[src/hw/pnc_pkg.sv]
package pnc_pkg;

    // command codes of the two setting words
    localparam logic [7:0]  PNC_CMD_DELAY     = 8'hDD;
    localparam logic [7:0]  PNC_CMD_CONFIG    = 8'hDE;

    // values after reset
    localparam logic [15:0] PNC_DELAY_RESET   = 16'h1010;
    localparam logic [15:0] PNC_CONFIG_RESET  = 16'h8888;

    // field positions
    localparam int          PNC_EDGE_WIDTH    = 8;
    localparam int          PNC_FREEZE_BIT    = 7;
    localparam int          PNC_MIN_MSB       = 6;

    // edge index inside each word
    localparam int          PNC_EDGE_LH       = 0;
    localparam int          PNC_EDGE_HL       = 1;

    // interval limits and adaptive step, in ns
    localparam int          PNC_MIN_NS        = -15;
    localparam int          PNC_MAX_NS        = 60;
    localparam int          PNC_STEP_NS       = 2;

    // timing of the drive path
    localparam int          PNC_CLK_PERIOD_NS = 10;
    localparam int          PNC_BASE_TAP      = (-PNC_MIN_NS + PNC_CLK_PERIOD_NS - 1)
                                                / PNC_CLK_PERIOD_NS;
    localparam int          PNC_HIST_DEPTH    = 16;

endpackage : pnc_pkg

[src/hw/pnc_tap_line.sv]
`timescale 1ns/1ps
`default_nettype none

// history of the raw pwm command, one bit per clock
module pnc_tap_line
    import pnc_pkg::*;
(
    input  wire logic                      clk_i,
    input  wire logic                      sys_rst_i,
    input  wire logic                      pwm_i,
    output logic [PNC_HIST_DEPTH-1:0]      hist_o
);

    logic [PNC_HIST_DEPTH-1:0] hist_ff;

    // shift in newest sample at bit 0
    always_ff @(posedge clk_i) begin
        if (sys_rst_i) begin
            hist_ff <= '0;
        end else begin
            hist_ff <= {hist_ff[PNC_HIST_DEPTH-2:0], pwm_i};
        end
    end

    assign hist_o = hist_ff;

endmodule : pnc_tap_line

`default_nettype wire

[src/hw/pnc_top.sv]
`timescale 1ns/1ps
`default_nettype none

// non-overlap control between high-side and low-side gate drives
module pnc_top
    import pnc_pkg::*;
(
    input  wire logic        clk_i,
    input  wire logic        sys_rst_i,
    input  wire logic        cmd_wr_i,
    input  wire logic        cmd_rd_i,
    input  wire logic [7:0]  cmd_code_i,
    input  wire logic [15:0] cmd_wdata_i,
    output logic      [15:0] cmd_rdata_o,
    output logic             cmd_rvalid_o,
    input  wire logic        pwm_i,
    input  wire logic [1:0]  adapt_up_i,
    input  wire logic [1:0]  adapt_dn_i,
    output logic             drv_high_o,
    output logic             drv_low_o,
    output logic      [15:0] applied_o
);

    logic [15:0]               delay_ff;
    logic [15:0]               config_ff;
    logic [15:0]               max_ff;
    logic [15:0]               applied_ff;
    logic                      last_delay_ff;
    logic [15:0]               rdata_ff;
    logic                      rvalid_ff;
    logic                      drv_high_ff;
    logic                      drv_low_ff;
    logic [PNC_HIST_DEPTH-1:0] hist;
    logic [3:0]                tap_hl;
    logic [3:0]                tap_lh;
    logic                      nxt_drv_high;
    logic                      nxt_drv_low;
    logic                      wr_delay;
    logic                      wr_config;

    localparam logic [3:0]        BASE_TAP = 4'(PNC_BASE_TAP);
    localparam logic signed [8:0] LIM_LO   = 9'(PNC_MIN_NS);
    localparam logic signed [8:0] LIM_HI   = 9'(PNC_MAX_NS);
    localparam logic signed [8:0] STEP     = 9'(PNC_STEP_NS);
    localparam logic [7:0]        TAP_OFS  = 8'(PNC_CLK_PERIOD_NS * PNC_BASE_TAP);
    localparam logic [7:0]        TAP_RND  = 8'(PNC_CLK_PERIOD_NS - 1);
    localparam logic [7:0]        TAP_DIV  = 8'(PNC_CLK_PERIOD_NS);

    // signed ns to a history tap; base tap stands for zero ns
    function automatic logic [3:0] ns_to_tap(input logic signed [7:0] ns);
        logic signed [8:0] c;
        logic [7:0]        s;
        c = 9'(ns);
        if (c < LIM_LO) begin
            c = LIM_LO;
        end else if (c > LIM_HI) begin
            c = LIM_HI;
        end
        s = 8'(c) + TAP_OFS;
        ns_to_tap = 4'((s + TAP_RND) / TAP_DIV); // least time rounds up
    endfunction : ns_to_tap

    assign wr_delay  = cmd_wr_i && (cmd_code_i == PNC_CMD_DELAY);
    assign wr_config = cmd_wr_i && (cmd_code_i == PNC_CMD_CONFIG);

    // delay setting word
    always_ff @(posedge clk_i) begin
        if (sys_rst_i) begin
            delay_ff <= PNC_DELAY_RESET;
        end else if (wr_delay) begin
            delay_ff <= cmd_wdata_i;
        end
    end

    // adaptive configuration word
    always_ff @(posedge clk_i) begin
        if (sys_rst_i) begin
            config_ff <= PNC_CONFIG_RESET;
        end else if (wr_config) begin
            config_ff <= cmd_wdata_i;
        end
    end

    // remembers whether the previous command write was the delay word
    always_ff @(posedge clk_i) begin
        if (sys_rst_i) begin
            last_delay_ff <= 1'b0;
        end else if (cmd_wr_i) begin
            last_delay_ff <= wr_delay;
        end
    end

    // adaptive maxima only move on a delay-then-config pair
    always_ff @(posedge clk_i) begin
        if (sys_rst_i) begin
            max_ff <= PNC_DELAY_RESET;
        end else if (wr_config && last_delay_ff) begin
            max_ff <= delay_ff;
        end
    end

    // per-edge applied interval
    for (genvar g = 0; g < 2; g++) begin : g_edge
        logic signed [7:0] setting;
        logic              frozen;
        logic signed [8:0] lo_bound;
        logic signed [8:0] hi_bound;
        logic signed [8:0] cur;
        logic signed [8:0] cand;

        assign setting  = delay_ff[g*PNC_EDGE_WIDTH +: PNC_EDGE_WIDTH];
        assign frozen   = config_ff[g*PNC_EDGE_WIDTH + PNC_FREEZE_BIT];
        // minimum field is ns with 2 ns resolution, low bit ignored
        assign lo_bound = {2'b00, config_ff[g*PNC_EDGE_WIDTH + 1 +: PNC_MIN_MSB],
                           1'b0};
        assign hi_bound = 9'(signed'(max_ff[g*PNC_EDGE_WIDTH +: PNC_EDGE_WIDTH]));
        assign cur      = 9'(signed'(applied_ff[g*PNC_EDGE_WIDTH +: PNC_EDGE_WIDTH]));

        // one step per strobe; nine bits keep the sum from wrapping
        always_comb begin
            cand = cur;
            if (adapt_up_i[g] && !adapt_dn_i[g]) begin
                cand = cur + STEP;
            end else if (adapt_dn_i[g] && !adapt_up_i[g]) begin
                cand = cur - STEP;
            end
            // upper bound wins if software sets minimum above maximum
            if (cand < lo_bound) begin
                cand = lo_bound;
            end
            if (cand > hi_bound) begin
                cand = hi_bound;
            end
        end

        always_ff @(posedge clk_i) begin
            if (sys_rst_i) begin
                applied_ff[g*PNC_EDGE_WIDTH +: PNC_EDGE_WIDTH] <=
                    PNC_DELAY_RESET[g*PNC_EDGE_WIDTH +: PNC_EDGE_WIDTH];
            end else if (frozen) begin
                applied_ff[g*PNC_EDGE_WIDTH +: PNC_EDGE_WIDTH] <= setting;
            end else begin
                applied_ff[g*PNC_EDGE_WIDTH +: PNC_EDGE_WIDTH] <= 8'(cand);
            end
        end
    end

    // raw pwm history
    pnc_tap_line u_tap_line (
        .clk_i     (clk_i),
        .sys_rst_i (sys_rst_i),
        .pwm_i     (pwm_i),
        .hist_o    (hist)
    );

    assign tap_hl = ns_to_tap(signed'(applied_ff[PNC_EDGE_HL*PNC_EDGE_WIDTH +: PNC_EDGE_WIDTH]));
    assign tap_lh = ns_to_tap(signed'(applied_ff[PNC_EDGE_LH*PNC_EDGE_WIDTH +: PNC_EDGE_WIDTH]));

    // turn-off edges sit at the base tap; turn-on moves later for a gap,
    // earlier for an overlap; pulses shorter than the taps are not preserved
    always_comb begin
        if (tap_lh >= BASE_TAP) begin
            nxt_drv_high = hist[tap_lh] & hist[BASE_TAP];
        end else begin
            nxt_drv_high = hist[tap_lh] | hist[BASE_TAP];
        end
        if (tap_hl >= BASE_TAP) begin
            nxt_drv_low = ~hist[tap_hl] & ~hist[BASE_TAP];
        end else begin
            nxt_drv_low = ~hist[tap_hl] | ~hist[BASE_TAP];
        end
    end

    // drives registered so the gate pins never glitch
    always_ff @(posedge clk_i) begin
        if (sys_rst_i) begin
            drv_high_ff <= 1'b0;
            drv_low_ff  <= 1'b0;
        end else begin
            drv_high_ff <= nxt_drv_high;
            drv_low_ff  <= nxt_drv_low;
        end
    end

    // read answer one cycle after the request, zero for unknown codes
    always_ff @(posedge clk_i) begin
        if (sys_rst_i) begin
            rdata_ff  <= '0;
            rvalid_ff <= 1'b0;
        end else begin
            rvalid_ff <= cmd_rd_i;
            if (!cmd_rd_i) begin
                rdata_ff <= rdata_ff;
            end else if (cmd_code_i == PNC_CMD_DELAY) begin
                rdata_ff <= delay_ff;
            end else if (cmd_code_i == PNC_CMD_CONFIG) begin
                rdata_ff <= config_ff;
            end else begin
                rdata_ff <= '0;
            end
        end
    end

    assign cmd_rdata_o  = rdata_ff;
    assign cmd_rvalid_o = rvalid_ff;
    assign drv_high_o   = drv_high_ff;
    assign drv_low_o    = drv_low_ff;
    assign applied_o    = applied_ff;

endmodule : pnc_top

`default_nettype wire

[config.mk]
export PLATFORM = sky130hd
export DESIGN_NAME = pnc_top
export DESIGN_NICKNAME = d
export VERILOG_FILES = /design/src/hw/pnc_pkg.sv /design/src/hw/pnc_tap_line.sv /design/src/hw/pnc_top.sv
export SDC_FILE = /design/constraint.sdc
export NUM_CORES = 1
export LEC_CHECK = 0
export ABC_AREA = 1
export BUFFER_PORTS_ARGS = -buffer_cell sky130_fd_sc_hd__buf_2
export CAP_MARGIN = 30
export CORE_MARGIN = 3
export CORE_UTILIZATION = 45
export CTS_CLUSTER_SIZE = 12
export DETAILED_ROUTE_END_ITERATION = 10
export PLACE_DENSITY = 0.66
export SETUP_SLACK_MARGIN = 0.4
export SLEW_MARGIN = 25
export SYNTH_ARGS = -nofsm -noshare
export SYNTH_HDL_FRONTEND = slang
export SYNTH_HIERARCHICAL = 1
export SYNTH_SLANG_ARGS = --single-unit
[constraint.sdc]
create_clock -name clk_i -period 6.6 [get_ports clk_i]
set_input_delay 0.99 -clock clk_i [delete_from_list [all_inputs] [get_ports clk_i]]
set_output_delay 0.99 -clock clk_i [all_outputs]
set_load 0.01 [all_outputs]
* Word-level counts from Yosys, hierarchy flattened
Cells that the tools add are included.
Word-level totals: flip-flop bits (word level) 100, input port bits 33, output and inout port bits 35, word-level logic and storage cells 74
Cells by class: $add $sub $neg 8, div/mod/pow operators 2, $lt $le $gt $ge 12, equality and inequality tests 2, mux-type cells 22, bitwise operators 6, reductions and logical operators 11
Operator list (number):
- 2-to-1 mux 8 bit | 8
- 2-to-1 mux 9 bit | 6
- 2-to-1 mux 16 bit | 2
- adder 8 x 3 -> 9 bit, second input constant | 2
- greater-than comparator 9 x 8 -> 1 bit | 2
- less-than comparator 9 x 8 -> 1 bit | 2
- subtractor 8 x 3 -> 9 bit, second input constant | 2
- adder 8 x 4 -> 8 bit, second input constant | 2
- adder 8 x 5 -> 8 bit, second input constant | 2
- divider 8 x 4 -> 8 bit, second input constant | 2
- equality test 8 bit, second input constant | 2
- greater-than comparator 8 x 7 -> 1 bit, second input constant | 2
- less-than comparator 8 x 5 -> 1 bit, second input constant | 2
- less-than comparator 4 x 5 -> 1 bit, second input constant | 2
- binary-select mux 1 bit (select 4 bit) | 2
- >= comparator 4 x 2 -> 1 bit, second input constant | 2
- logical AND 1 bit | 7
- zero test 1 bit | 4
- 2-to-1 mux 1 bit | 4
- AND 1 bit | 2
- NOT 1 bit | 2
- bitwise OR 1 bit | 2

* Logic depth before layout (Yosys ltp)
depth after elaboration 11, gate-level depth with buffers 33, gate-level depth less buffers 32

* Hierarchy
The synthesis kept the hierarchy.
By module, submodules not included:
- pnc_top | times used 1, cells an instance 860, area an instance 5903.2 sq um, sequential area each 1681.6 sq um
- pnc_tap_line | times used 1, cells an instance 50, area an instance 474.2 sq um, sequential area each 320.3 sq um

* Least setup slack after synthesis
No wires, ideal clock.
path kind input -> register, start point input adapt_dn_i[0], end point register applied_ff[6] (netlist: applied_o[6]), setup time 0.127 ns, data arrival time 4.776 ns, data required time 6.473 ns, setup slack 1.697 ns, cell stages on the path 24, path buffers 2, path through inv_1 -> nand2_1 -> inv_1 -> or4_1 -> nand2_1 -> xor2_1 -> inv_1 -> ha_1 -> a211oi_1 -> nand2_1 -> a31oi_1 -> ha_1 -> clkbuf_1 -> inv_1 -> nand2_1 -> o21ai_0 -> ha_1 -> nand4_1 -> or3b_2 -> nand2_1 -> inv_1 -> clkbuf_1 -> o21ai_0 -> a21oi_1
Between the ends: word-level cells in the longest chain between the ends 8, elaborated cells between the ends (all ways) 10, classes of those cells 2 x order compare; 5 x mux; 3 x reduce/logical
RTL lines:
- start: declaration | line pnc_top.sv:18 | input wire logic [1:0] adapt_dn_i,
- logical AND 1 bit or zero test 1 bit (tied branches) | line pnc_top.sv:124, pnc_top.sv:122
- 2-to-1 mux 9 bit or logical AND 1 bit (tied branches) | line pnc_top.sv:124, pnc_top.sv:122
- 2-to-1 mux 9 bit * | line pnc_top.sv:122 | if (adapt_up_i[g] && !adapt_dn_i[g]) begin
- less-than comparator 9 x 8 -> 1 bit | line pnc_top.sv:128 | if (cand < lo_bound) begin
- 2-to-1 mux 9 bit * | line pnc_top.sv:128
- greater-than comparator 9 x 8 -> 1 bit | line pnc_top.sv:131 | if (cand > hi_bound) begin
- 2-to-1 mux 8 bit * | line pnc_top.sv:131
- 2-to-1 mux 8 bit * | line pnc_top.sv:140 | end else if (frozen) begin
- end signal: indexed assignment | line pnc_top.sv:138 | applied_ff[g*PNC_EDGE_WIDTH +: PNC_EDGE_WIDTH] <=
- end signal: indexed assignment | line pnc_top.sv:141 | applied_ff[g*PNC_EDGE_WIDTH +: PNC_EDGE_WIDTH] <= setting;
- end signal: indexed assignment | line pnc_top.sv:143 | applied_ff[g*PNC_EDGE_WIDTH +: PNC_EDGE_WIDTH] <= 8'(cand);
- end: declaration | line pnc_top.sv:27 | logic [15:0] applied_ff;
Mark *: on every way between the ends. The rest lies on a longest branch, timed or not. A chain may end at the register's enable or synchronous reset.

* Final worst setup path
start point input adapt_up_i[1], end point register applied_ff[12] (netlist: applied_o[12])
Between the ends: word-level cells in the longest chain between the ends 9, elaborated cells between the ends (all ways) 10, classes of those cells 2 x order compare; 5 x mux; 3 x reduce/logical
RTL lines:
- start: declaration | line pnc_top.sv:17 | input wire logic [1:0] adapt_up_i,
- zero test 1 bit | line pnc_top.sv:124 | end else if (adapt_dn_i[g] && !adapt_up_i[g]) begin
- logical AND 1 bit | line pnc_top.sv:124
- 2-to-1 mux 9 bit | line pnc_top.sv:124
- 2-to-1 mux 9 bit * | line pnc_top.sv:122
- less-than comparator 9 x 8 -> 1 bit | line pnc_top.sv:128
- 2-to-1 mux 9 bit * | line pnc_top.sv:128
- greater-than comparator 9 x 8 -> 1 bit | line pnc_top.sv:131
- 2-to-1 mux 8 bit * | line pnc_top.sv:131
- 2-to-1 mux 8 bit * | line pnc_top.sv:140
Marked as above.

==> impl_metrics.csv <==
group,metric,value,unit
global_route,global_route_wire_length_before_repair,24510,um
global_route,vias_in_the_first_global_route,4992,
clock_network,insertion_delay,0.35,ns
worst_setup_path,worst_setup_path_start_kind,"input pin",
clock_network,clockBufferDepth,2,
timing,report.final.slew_viol_count,0,
power,clk_pwr_share,40.7,%
clock_network,cts.hold.buffers_added,0,
layout,antennaDiodeCount,0,
clock_network,cts.root.buffer_cell,"clkbuf_16",
power,power-per-cell-area,178.9,nW/um2
run,maxCapViolations,0,
power,leakage,3.326,nW
placed_design,gp_congestion,0.8757,
detailed_routing,route.vias.total,5774,
layout,flow.area_growth_from_synthesis,11.43,%
timing,slew-limit-headroom,44.82,%
yosys,yosysWarnings,6,
clock_network,clk_pin_slew,0.07,ns
power,netSwitchingFraction,26.79,%
hold_path,hp-class,"flop to flop",
worst_setup_path,worst_path_dominant_cell_family,"compound AO/OA/AOI/OAI gates",
power,power.combinational.fraction,12.0,%
timing,timing.final.crit_period,4.915,ns
timing,skew,0.008225,ns
clock_network,cts_tree,"yes",
timing,fmax,0.2034,GHz
worst_setup_path,class_of_the_most_critical_setup_path,"input pin to flop",
floorplanning,fp.dieArea,15370,um2
detailed_routing,detail_route.wl_per_cell,12.82,um
timing,finalHoldWorstSlack,0.4393,ns
floorplanning,core.rowCount,42,
timing,setup-violations-final,0,
global_route,global_route.overflow_total,0,
timing,tightestPinTransition,0.8267,ns
run_status,outcome,"completed",
timing,fin_setup_tns,0,ns
power,internal-power,0.0009140,W
worst_setup_path,maximum_fanout_encountered_on_the_critical_timing_path,13,
floorplanning,die_width,124.0,um
power,power.ir.vdd_worst,0.1731,mV
yosys,syn-cell-area,6262,um2
yosys,synthesized_area_per_cell,6.974,um2
placed_design,port_buffers,67,
global_route,number_of_antenna_violations_at_the_first_check_in_global_routing,0,
layout,final_layout_size_suffix_gt1_share,16.28,%
layout,layout_net_count,1020,
clock_network,post-cts-setup-buffer-count,0,
detailed_routing,wirelength_routed,14470,um
timing,final-hold-violation-count,0,
floorplanning,core,13400,um2
detailed_routing,via_per_inst,5.119,
clock_network,cts_made_buffers,9,
worst_setup_path,critical-path-max-stage-delay,0.35,ns
floorplanning,die_h,124.0,um
worst_setup_path,arrival_time_at_the_worst_endpoint,5.11,ns
global_route,gr-usage-all-layers,19.70,%
detailed_routing,drt_pre_antenna_iters,5,
floorplanning,floorplan.initialDensity,46.73,%
timing,fin_crit_sh,74.48,%
power,power.switching,0.0003344,W
power,power.sequential.fraction,47.3,%
clock_network,clkSinkCount,96,
yosys,syn_inst,898,
floorplanning,ios,68,
global_route,grt_max_degree,61,
clock_network,clock_tree.htree_level_count,3,
clock_network,cts.repair.resized,0,
worst_setup_path,crit_required,6.80,ns
worst_setup_path,critPathMostFrequentCell,"o21ai_0",
detailed_routing,drt.antenna.violating_nets,0,
worst_setup_path,slowest_library_cell_on_the_worst_path,"ha_1",
detailed_routing,drc_errors,0,
detailed_routing,drt-initial-drc-count,417,
yosys,syn-num-nets,971,
worst_setup_path,worst_setup_path_end_kind,"flop",
placed_design,dp.final_hpwl,10870,um
worst_setup_path,cp_num_buf_inv,4,
timing,grt_setup_unrepaired,"no",
## path summary, 6_finish.rpt
path,end,slack (ns),from,cells after the start
max reg2reg,applied_o[12],1.93,applied_o[9],24
min reg2reg,u_tap_line/hist_o[10],0.44,u_tap_line/hist_o[9],2
min,u_tap_line/hist_o[10],0.44,u_tap_line/hist_o[9],2
max,applied_o[12],1.68,adapt_up_i[1],25
## layer usage
metal | GRT usage, % | part of all wire (%)
met5 | 0 | 0
met4 | 5.202 | 1.0
met3 | 3.361 | 4.4
met2 | 29.23 | 43
met1 | 29.46 | 51
## sequential cells by signal (all words and copies together) (netlist names)
register           flops
applied_o             16
config_ff             16
drv_high_o             1
cmd_rdata_o           16
delay_ff              16
drv_low_o              1
cmd_rvalid_o           1
max_ff                16
last_delay_ff          1
u_tap_line/hist_o     12
## cells in the final DEF (no fill, tap or decap), types with 4 or more instances in the layout
cell	count
nand2_2	16
o221ai_1	16
nand3_1	39
a21oi_1	76
nand2_4	18
nand4_1	16
ha_1	40
nand3_2	9
dfxtp_1	96
o21ai_0	119
o211ai_1	17
inv_2	7
clkbuf_16	9
nor3_1	5
nand2_1	139
xor2_1	11
inv_1	153
buf_2	67
nor2_2	5
nand3b_1	4
nor2_1	48
## worst min-delay path, cell delays in order (launching register included)
cell and delay (ns):
dfxtp_1 0.32, inv_1 0.05, nor2_1 0.03
## cell type report
type                    count  area [um2]
flip-flops and latches     96        1922
clock inverters             6       52.55
repair buffers             68       342.8
fillers                  1349        6422
clock buffers              10       239.0
inverters                 165       628.1
well taps                 176       220.2
multi-input cells         607        3573
## power by group through the flow
stage          clock (W)  sequential [W]  combinational (W)
2_1_floorplan          0        0.000606           0.000109
6_report        0.000508        0.000591           0.000150
4_1_cts         0.000524        0.000591           0.000149
5_1_grt         0.000544        0.000592           0.000172
3_3_place_gp           0        0.000604           0.000147
3_5_place_dp           0        0.000604           0.000148
## stage by stage
step	worst slack, ns	cell area (um2)	instances	util (%)	total power, W
after floorplan	1.697	6262	898	-	0.0007158
after global placement	1.496	6686	1112	49.90	0.0007514
after detailed placement	1.383	6686	1112	49.90	0.0007518
after CTS	1.728	6978	1128	52.07	0.001264
after global routing	1.178	6978	1128	52.07	0.001308
final	1.685	6978	1128	52.07	0.001248
(Power assumes the default switching activity.)
